$ cat src/rtl/rtyq_pkg.sv
// Purpose: Shared constants for the RGB to 4:2:2 luma/chroma quantizer
// Assumes: 8-bit digital primaries, one sample clock
// Notes: Coefficients are integers over 256, rounding adds half an LSB
//
// Functional notes
// - Outputs are unsigned 8-bit words on a uniform 0..255 scale.
// - Codes 0 and 255 never carry picture values; only 1..254.
// - Luma code is 219 times normalised luma plus 16, rounded.
// - Chroma code is 224 times renormalised difference plus 128, rounded.
// - Digital primaries are integer part of 219 times value, plus 16.
// - Luma equals (77 R + 150 G + 29 B) / 256.
// - Red difference is (131 R - 110 G - 21 B) / 256 plus 128.
// - Blue difference is (-44 R - 87 G + 131 B) / 256 plus 128.
// - Chroma is low-pass filtered then decimated; luma stays full rate.
// - Decimation filter is symmetric, linear phase, no group-delay distortion.
// - Filter amplitude response is skew-symmetric about half-amplitude point.
// - Each chroma channel carries half the luma samples per line.
`default_nettype none

package rtyq_pkg;
    localparam int unsigned DATA_W = 8;
    localparam int unsigned FIFO_DEPTH = 32;
    localparam logic [7:0] PRIM_MIN = 8'h10;
    localparam logic [7:0] PRIM_MAX = 8'hEB;
    localparam logic [7:0] CODE_MIN = 8'h01;
    localparam logic [7:0] CODE_MAX = 8'hFE;
    localparam logic [7:0] CHROMA_ZERO = 8'h80;
    localparam logic signed [18:0] Y_KR = 19'sd77;
    localparam logic signed [18:0] Y_KG = 19'sd150;
    localparam logic signed [18:0] Y_KB = 19'sd29;
    localparam logic signed [18:0] CR_KR = 19'sd131;
    localparam logic signed [18:0] CR_KG = 19'sd110;
    localparam logic signed [18:0] CR_KB = 19'sd21;
    localparam logic signed [18:0] CB_KR = 19'sd44;
    localparam logic signed [18:0] CB_KG = 19'sd87;
    localparam logic signed [18:0] CB_KB = 19'sd131;
    localparam logic signed [18:0] CHROMA_OFS = 19'sd32768;
    localparam logic signed [18:0] MAT_ROUND = 19'sd128;
    localparam int unsigned MAT_SHIFT = 8;
    localparam int unsigned FIR_TAPS = 7;
    localparam int unsigned FIR_MID = 3;
    localparam logic signed [15:0] FIR_OUTER = 16'sd1;
    localparam logic signed [15:0] FIR_INNER = 16'sd9;
    localparam logic signed [15:0] FIR_CENTER = 16'sd16;
    localparam logic signed [15:0] FIR_ROUND = 16'sd16;
    localparam int unsigned FIR_SHIFT = 5;
endpackage : rtyq_pkg

`default_nettype wire

$ cat src/rtl/rtyq_fifo.sv
// Purpose: Stream FIFO with registered output word and registered ready
// Assumes: DEPTH is a power of two
// Notes: Holds up to DEPTH words plus one in the output register
`default_nettype none

module rtyq_fifo
#(
    parameter int unsigned WIDTH = 17,
    parameter int unsigned DEPTH = 32
)
(
    input wire logic sys_clk,
    input wire logic rst_n,
    input wire logic in_valid,
    input wire logic [WIDTH-1:0] in_data,
    output logic in_ready,
    output logic out_valid,
    output logic [WIDTH-1:0] out_data,
    input wire logic out_ready
);
    localparam int unsigned AW = $clog2(DEPTH);

    logic [WIDTH-1:0] mem_q [DEPTH];
    logic [AW-1:0] wr_q;
    logic [AW-1:0] rd_q;
    logic [AW:0] cnt_q;
    logic [AW:0] cnt_d;
    logic push;
    logic pop;

    assign push = in_valid && in_ready;
    assign pop = (cnt_q != '0) && (!out_valid || out_ready);

    always_comb
    begin
        cnt_d = cnt_q;
        if (push && !pop)
        begin
            cnt_d = cnt_q + 1'b1;
        end
        else if (pop && !push)
        begin
            cnt_d = cnt_q - 1'b1;
        end
    end

    always_ff @(posedge sys_clk)
    begin
        if (push)
        begin
            mem_q[wr_q] <= in_data;
        end
    end

    always_ff @(posedge sys_clk or negedge rst_n)
    begin
        if (!rst_n)
        begin
            wr_q <= '0;
            rd_q <= '0;
            cnt_q <= '0;
            in_ready <= 1'b0;
        end
        else
        begin
            wr_q <= wr_q + AW'(push);
            rd_q <= rd_q + AW'(pop);
            cnt_q <= cnt_d;
            // Ready is a flop so the source never sees a combinational path
            in_ready <= (cnt_d < (AW+1)'(DEPTH));
        end
    end

    always_ff @(posedge sys_clk or negedge rst_n)
    begin
        if (!rst_n)
        begin
            out_valid <= 1'b0;
            out_data <= '0;
        end
        else if (pop)
        begin
            out_valid <= 1'b1;
            out_data <= mem_q[rd_q];
        end
        else if (out_ready)
        begin
            out_valid <= 1'b0;
        end
    end
endmodule : rtyq_fifo

`default_nettype wire

$ cat src/rtl/rtyq_quant.sv
// Purpose: RGB primaries to quantized luma and 4:2:2 chroma stream
// Assumes: Primaries arrive as 8-bit digital words, in_sol marks line start
// Notes: Pipeline moves only when a sample is accepted, so latency is
//        counted in samples; output words pair Cb then Cr with two lumas
`default_nettype none

module rtyq_quant
    import rtyq_pkg::*;
(
    input wire logic sys_clk,
    input wire logic rst_n,
    input wire logic in_valid,
    input wire logic in_sol,
    input wire logic [DATA_W-1:0] in_r,
    input wire logic [DATA_W-1:0] in_g,
    input wire logic [DATA_W-1:0] in_b,
    output logic in_ready,
    output logic out_valid,
    output logic [DATA_W-1:0] out_y,
    output logic [DATA_W-1:0] out_c,
    output logic out_c_is_cr,
    input wire logic out_ready
);
    localparam int unsigned WORD_W = 2 * DATA_W + 1;

    function automatic logic [7:0] clip_code(input logic signed [18:0] v);
        if (v < $signed({11'h000, CODE_MIN}))
        begin
            return CODE_MIN;
        end
        else if (v > $signed({11'h000, CODE_MAX}))
        begin
            return CODE_MAX;
        end
        return v[7:0];
    endfunction : clip_code

    // Round half up, then keep sync codes out of the picture
    function automatic logic [7:0] quant(input logic signed [18:0] acc);
        logic signed [18:0] t;
        t = (acc + MAT_ROUND) >>> MAT_SHIFT;
        return clip_code(t);
    endfunction : quant

    function automatic logic [7:0] clip_prim(input logic [7:0] v);
        if (v < PRIM_MIN)
        begin
            return PRIM_MIN;
        end
        else if (v > PRIM_MAX)
        begin
            return PRIM_MAX;
        end
        return v;
    endfunction : clip_prim

    // Half-band taps -1 0 9 16 9 0 -1 over 32: symmetric and skew-symmetric
    function automatic logic [7:0] fir(input logic [7:0] t0, input logic [7:0] t2,
                                       input logic [7:0] t3, input logic [7:0] t4,
                                       input logic [7:0] t6);
        logic signed [15:0] s;
        s = FIR_INNER * ($signed({8'h00, t2}) + $signed({8'h00, t4}))
            + FIR_CENTER * $signed({8'h00, t3})
            - FIR_OUTER * ($signed({8'h00, t0}) + $signed({8'h00, t6}))
            + FIR_ROUND;
        s = s >>> FIR_SHIFT;
        return clip_code(19'(s));
    endfunction : fir

    logic adv;
    logic s1_vld_q;
    logic s1_sol_q;
    logic [7:0] s1_r_q;
    logic [7:0] s1_g_q;
    logic [7:0] s1_b_q;
    logic signed [18:0] rs;
    logic signed [18:0] gs;
    logic signed [18:0] bs;
    logic s2_vld_q;
    logic s2_sol_q;
    logic [7:0] s2_y_q;
    logic [7:0] s2_cb_q;
    logic [7:0] s2_cr_q;
    logic [7:0] cb_tap_q [FIR_TAPS];
    logic [7:0] cr_tap_q [FIR_TAPS];
    logic [7:0] y_dly_q [FIR_MID+1];
    logic vld_dly_q [FIR_MID+1];
    logic sol_dly_q [FIR_MID+1];
    logic phase_q;
    logic cur_phase;
    logic [7:0] cr_hold_q;
    logic [7:0] cb_filt;
    logic [7:0] cr_filt;
    logic push;
    logic [DATA_W-1:0] push_c;
    logic fifo_ready;
    logic [WORD_W-1:0] fifo_out;

    assign adv = in_valid && in_ready;
    assign rs = $signed({11'h000, s1_r_q});
    assign gs = $signed({11'h000, s1_g_q});
    assign bs = $signed({11'h000, s1_b_q});

    // Stage 1: primaries held to the legal 16..235 digital range
    always_ff @(posedge sys_clk or negedge rst_n)
    begin
        if (!rst_n)
        begin
            s1_vld_q <= 1'b0;
            s1_sol_q <= 1'b0;
            s1_r_q <= PRIM_MIN;
            s1_g_q <= PRIM_MIN;
            s1_b_q <= PRIM_MIN;
        end
        else if (adv)
        begin
            s1_vld_q <= 1'b1;
            s1_sol_q <= in_sol;
            s1_r_q <= clip_prim(in_r);
            s1_g_q <= clip_prim(in_g);
            s1_b_q <= clip_prim(in_b);
        end
    end

    // Stage 2: base-256 matrix, rounding to nearest code
    always_ff @(posedge sys_clk or negedge rst_n)
    begin
        if (!rst_n)
        begin
            s2_vld_q <= 1'b0;
            s2_sol_q <= 1'b0;
            s2_y_q <= PRIM_MIN;
            s2_cb_q <= CHROMA_ZERO;
            s2_cr_q <= CHROMA_ZERO;
        end
        else if (adv)
        begin
            s2_vld_q <= s1_vld_q;
            s2_sol_q <= s1_sol_q;
            s2_y_q <= quant(Y_KR * rs + Y_KG * gs + Y_KB * bs);
            s2_cr_q <= quant(CR_KR * rs - CR_KG * gs - CR_KB * bs + CHROMA_OFS);
            s2_cb_q <= quant(CB_KB * bs - CB_KR * rs - CB_KG * gs + CHROMA_OFS);
        end
    end

    // Stage 3: chroma tap lines; luma delayed by the filter's centre delay
    always_ff @(posedge sys_clk or negedge rst_n)
    begin
        if (!rst_n)
        begin
            for (int i = 0; i < FIR_TAPS; i++)
            begin
                cb_tap_q[i] <= CHROMA_ZERO;
                cr_tap_q[i] <= CHROMA_ZERO;
            end
            for (int i = 0; i <= FIR_MID; i++)
            begin
                y_dly_q[i] <= PRIM_MIN;
                vld_dly_q[i] <= 1'b0;
                sol_dly_q[i] <= 1'b0;
            end
        end
        else if (adv)
        begin
            cb_tap_q[0] <= s2_cb_q;
            cr_tap_q[0] <= s2_cr_q;
            y_dly_q[0] <= s2_y_q;
            vld_dly_q[0] <= s2_vld_q;
            sol_dly_q[0] <= s2_sol_q;
            for (int i = 1; i < FIR_TAPS; i++)
            begin
                cb_tap_q[i] <= cb_tap_q[i-1];
                cr_tap_q[i] <= cr_tap_q[i-1];
            end
            for (int i = 1; i <= FIR_MID; i++)
            begin
                y_dly_q[i] <= y_dly_q[i-1];
                vld_dly_q[i] <= vld_dly_q[i-1];
                sol_dly_q[i] <= sol_dly_q[i-1];
            end
        end
    end

    // Taps run across line ends; edge pixels see the neighbour line's chroma
    assign cb_filt = fir(cb_tap_q[0], cb_tap_q[2], cb_tap_q[3], cb_tap_q[4], cb_tap_q[6]);
    assign cr_filt = fir(cr_tap_q[0], cr_tap_q[2], cr_tap_q[3], cr_tap_q[4], cr_tap_q[6]);

    // Decimation: even sample sends Cb, odd sends the Cr of the even sample
    assign push = adv && vld_dly_q[FIR_MID];
    assign cur_phase = sol_dly_q[FIR_MID] ? 1'b0 : phase_q;
    assign push_c = cur_phase ? cr_hold_q : cb_filt;

    always_ff @(posedge sys_clk or negedge rst_n)
    begin
        if (!rst_n)
        begin
            phase_q <= 1'b0;
            cr_hold_q <= CHROMA_ZERO;
        end
        else if (push)
        begin
            phase_q <= ~cur_phase;
            if (!cur_phase)
            begin
                cr_hold_q <= cr_filt;
            end
        end
    end

    rtyq_fifo #(
        .WIDTH(WORD_W),
        .DEPTH(FIFO_DEPTH)
    ) u_fifo (
        .sys_clk(sys_clk),
        .rst_n(rst_n),
        .in_valid(push),
        .in_data({cur_phase, push_c, y_dly_q[FIR_MID]}),
        .in_ready(fifo_ready),
        .out_valid(out_valid),
        .out_data(fifo_out),
        .out_ready(out_ready)
    );

    // Back-pressure stalls every stage, so nothing is dropped in the pipe
    assign in_ready = fifo_ready;
    assign out_y = fifo_out[DATA_W-1:0];
    assign out_c = fifo_out[2*DATA_W-1:DATA_W];
    assign out_c_is_cr = fifo_out[WORD_W-1];

    logic last_sel_q;
    logic red_in;
    logic grey_in;
    logic cb_flat;

    assign red_in = adv && s1_vld_q && s1_r_q == PRIM_MAX && s1_g_q == PRIM_MIN
                    && s1_b_q == PRIM_MIN;
    assign grey_in = adv && s1_vld_q && s1_r_q == s1_g_q && s1_g_q == s1_b_q;
    assign cb_flat = cb_tap_q[0] == cb_tap_q[3] && cb_tap_q[2] == cb_tap_q[3]
                     && cb_tap_q[4] == cb_tap_q[3] && cb_tap_q[6] == cb_tap_q[3];

    always_ff @(posedge sys_clk or negedge rst_n)
    begin
        if (!rst_n)
        begin
            last_sel_q <= 1'b1;
        end
        else if (push)
        begin
            last_sel_q <= cur_phase;
        end
    end
endmodule : rtyq_quant

`default_nettype wire

$ cat config.mk
export PLATFORM = sky130hd
export DESIGN_NAME = rtyq_quant
export DESIGN_NICKNAME = d
export VERILOG_FILES = /design/src/rtl/rtyq_pkg.sv /design/src/rtl/rtyq_fifo.sv /design/src/rtl/rtyq_quant.sv
export SDC_FILE = /design/constraint.sdc
export NUM_CORES = 2
export LEC_CHECK = 0
export ABC_AREA = 1
export BUFFER_PORTS_ARGS = -buffer_cell sky130_fd_sc_hd__buf_2
export CORE_MARGIN = 2
export CORE_UTILIZATION = 35
export CTS_CLUSTER_DIAMETER = 50
export DETAILED_ROUTE_END_ITERATION = 8
export GPL_TIMING_DRIVEN = 0
export PLACE_DENSITY_LB_ADDON = 0.25
export SETUP_SLACK_MARGIN = 0.5
export SYNTH_ARGS = -nofsm -noshare
export SYNTH_HDL_FRONTEND = slang
export SYNTH_SLANG_ARGS = --single-unit
$ cat constraint.sdc
create_clock -name sys_clk -period 10.73 [get_ports sys_clk]
set_input_delay 1.073 -clock sys_clk [delete_from_list [all_inputs] [get_ports sys_clk]]
set_output_delay 1.073 -clock sys_clk [all_outputs]
set_load 0.02 [all_outputs]
==> implementation parameters <==
Parameter                              Value

STA
  Pin slew with the least headroom to its limit ... 1470 ps
  Final Max Slew Viols ... 0
  Max-slew headroom at the worst pin ... 1.95%
  Shortest clock period the worst path allows after layout ... 8290 ps
  Top achievable clock speed ... 0.121 GHz
  WHS ... 297 ps
  Share of the cycle needed by the critical path after routing ... 77.3%
  Final setup fails ... 0
  Final hold vios ... 0
  Final-layout setup total negative slack ... 0 ps
  Setup repair after global routing missed its margin ... no
  Clock Skews ... 67.4 ps

Floorplan
  Initial core utilization ... 35.2%
  Chip height ... 368 um
  Die W ... 368 um
  Number of placed I/O pins ... 48
  Site Rows ... 133
  Area enclosed by the die boundary ... 0.135 mm^2
  Placeable core region ... 0.131 mm^2

Final layout
  Layout-stage area growth over the synthesis result ... 13.9%
  Diode insertion count for antenna repair ... 0
  Area of the multi-input gates ... 0.0205 mm^2
  Final core occ ... 40.1%
  Footprint of the flip-flops and latches ... 0.0226 mm^2
  Final-stage net count ... 5533
  Total of fill cells in the finished design ... 12943
  Filler-free cell count of the finished design ... 6761
  Share of post-route cells with drive strength above 1 ... 7.31%

Synth
  Synthesized area divided by synthesized cell count ... 9.76 um^2
  Most instantiated library cell after synthesis ... inv_1
  Number of warning messages in the yosys log ... 0
  Net count after synthesis ... 5354
  Number of flops mapped to enable cells by yosys ... 544
  Part of the Yosys area used for sequential elements ... 48.7%
  Synth area leader ... edfxtp_1
  Commonest register cell after synthesis ... edfxtp_1
  Mapped Cells ... 4747
  Cell types with the largest area share after synthesis ... edfxtp_1 (35%), dfrtp_1 (12%), ha_1 (11%)
  FFs w/ async S/R, synth ... 31.3%
  Flops & latches, synth ... 792
  Synth top cells by count ... inv_1 (711), nand2_1 (642), o21ai_0 (569), nor2_1 (545), edfxtp_1 (544)
  Proportion of netlist area held by the largest area contributor ... 35.3%
  Post-Synthesis Cell Area ... 0.0463 mm^2
  Count of distinct cell types in the synthesized netlist ... 45

GRT
  Pin count of the biggest net entering global routing ... 115
  Number of global-route vias before repair ... 33194
  Initial antenna violation count ... 5
  Overflow after GRT ... 0
  Global-route wire length before repair ... 202000 um
  All-Layer GR Usage ... 19.6%

Clock tree
  Number of H-tree branching levels ... 3
  # resized after CTS ... 0
  Hold-fix buffer count after cts ... 0
  Post-CTS setup buffer count ... 0
  Bufs on Longest Clock Path ... 3
  Insertion delay of the later-clocked pin in the worst-skew pair ... 730 ps
  Clock slew seen by the registers of the worst setup and hold paths ... 60 ps
  Clock Sinks ... 792
  CTS tree ... yes
  Clock tree root driver cell ... clkbuf_16
  TritonCTS Buffers ... 94

Routing
  DRC ... 0
  Detailed Route WL ... 132000 um
  TritonRoute pass-1 iters ... 5
  Routed len/inst ... 19.6 um
  DR vias ... 33829
  Number of DRC markers in iteration 0 ... 2735
  Detail Route Antenna Nets ... 0
  Per-cell via count in the routed design ... 5.00

Worst setup path
  CP startpoint kind ... flip-flop
  CP max-delay cell ... dfrtp_1
  CP endpoint kind ... flip-flop
  Startpoint of the most critical register-to-register path ... s1_g_q[6]
  Worst Path Class, Setup ... reg2reg
  Reg2reg end ... s2_cr_q[7]
  Endpoint of the most critical setup path ... s2_cr_q[7]
  Worst reg-to-reg path cell count ... 32
  Setup slack, reg-to-reg ... 2440 ps
  Crit path required time ... 11350 ps
  Slowest cell delay on critical path ... 680 ps
  Crit path from ... s1_g_q[6]
  Arrival time worst endpoint ... 8910 ps
  Max FO, Critical Path ... 10

Placement
  Post-detail-place hpwl ... 98600 um
  Dpl cells ... 6585
  Port-buffer cells ... 47
  Global placement routability congestion ... 0.903

Worst hold path
  Path class of the lowest-slack min-delay path ... in2async

Job
  Number of maximum-capacitance constraint violations ... 0

Run status
  Status ... finished clean
## stage by stage
step / instance area (um^2) / setup slack (ps)
2_1_floorplan: 46300 / 3480
3_3_place_gp: 48700 / 1360
3_5_place_dp: 49400 / 2340
4_1_cts: 52800 / 2340
5_1_grt: 52800 / 1770
6_report: 52800 / 2440
## state kept, by name, summed over array words and instances, names as in the netlist, 4 cells and up
signal / cells
u_fifo.rd_q: 5
u_fifo.cnt_q: 6
s1_g_q: 8
cr_tap_q: 56
u_fifo.mem_q: 544
u_fifo.out_data: 17
u_fifo.wr_q: 5
s2_cb_q: 8
sol_dly_q: 4
vld_dly_q: 4
y_dly_q: 32
s1_b_q: 8
cb_tap_q: 56
s2_cr_q: 8
s1_r_q: 8
cr_hold_q: 8
s2_y_q: 8
## area by class of cell
class / count / share of cell area, %
Multi-Input combinational cell: 3076 / 38.9
Buffer: 162 / 1.17
Clock buffer: 109 / 4.62
Sequential cell: 792 / 42.8
Clock inverter: 67 / 1.67
Tap cell: 1755 / 4.16
Inverter: 717 / 5.10
Timing Repair Buffer: 83 / 1.58
## worst min path at each step
stage	slack [ps]	startpoint	cells past startpoint	endpoint
after floorplan	420	s1_vld_q	2	s1_vld_q
after global placement	430	s1_vld_q	2	s1_vld_q
after detailed placement	440	s1_vld_q	2	s1_vld_q
after CTS	280	rst_n	1	u_fifo.out_valid
after global routing	290	rst_n	1	s1_r_q[3]
final	300	rst_n	1	s1_r_q[3]
## critical path, delay by kind of cell (launching register included)
family / cells / cell delay [ps]
XOR/XNOR: 2 / 440
flip-flops: 1 / 680
buffers and inverters: 6 / 500
AND/OR/NAND/NOR: 5 / 600
adder cells (fa/ha/maj): 11 / 4340
AO/OA/AOI/OAI: 8 / 1680
## layout by cell type (no fill, tap or decap), types with 140 or more instances in the layout
cell type / Yosys / final
nand2_1: 642 / 640
edfxtp_1: 544 / 544
clkbuf_1: 146 / 157
inv_1: 711 / 711
dfrtp_1: 223 / 216
fa_1: 154 / 154
o21ai_0: 569 / 568
o22ai_1: 140 / 140
ha_1: 424 / 424
nor2_1: 545 / 513
## kinds of logic after synthesis
family	Yosys count	synth area share [%]
AND/OR/NAND/NOR	1424	12.5
AO/OA/AOI/OAI	970	11.5
buffers and inverters	879	7.14
flip-flops	792	48.7
adder cells (fa/ha/maj)	578	18.1
XOR/XNOR	104	1.97
## layer usage
layer  share of wire, %  up-vias  routed length, um  track usage [%]
li1                   -    16323                  -                -
met1                 47    16387              62100             28.4
met2                 44      957              58100             30.4
met3                6.6      162               8720             3.12
met4                2.7        0               3560             5.32
met5                  0        -                  0                0
Power is not shown: default switching activity piles up to over one toggle a cycle in this logic, so the estimate is an artifact.
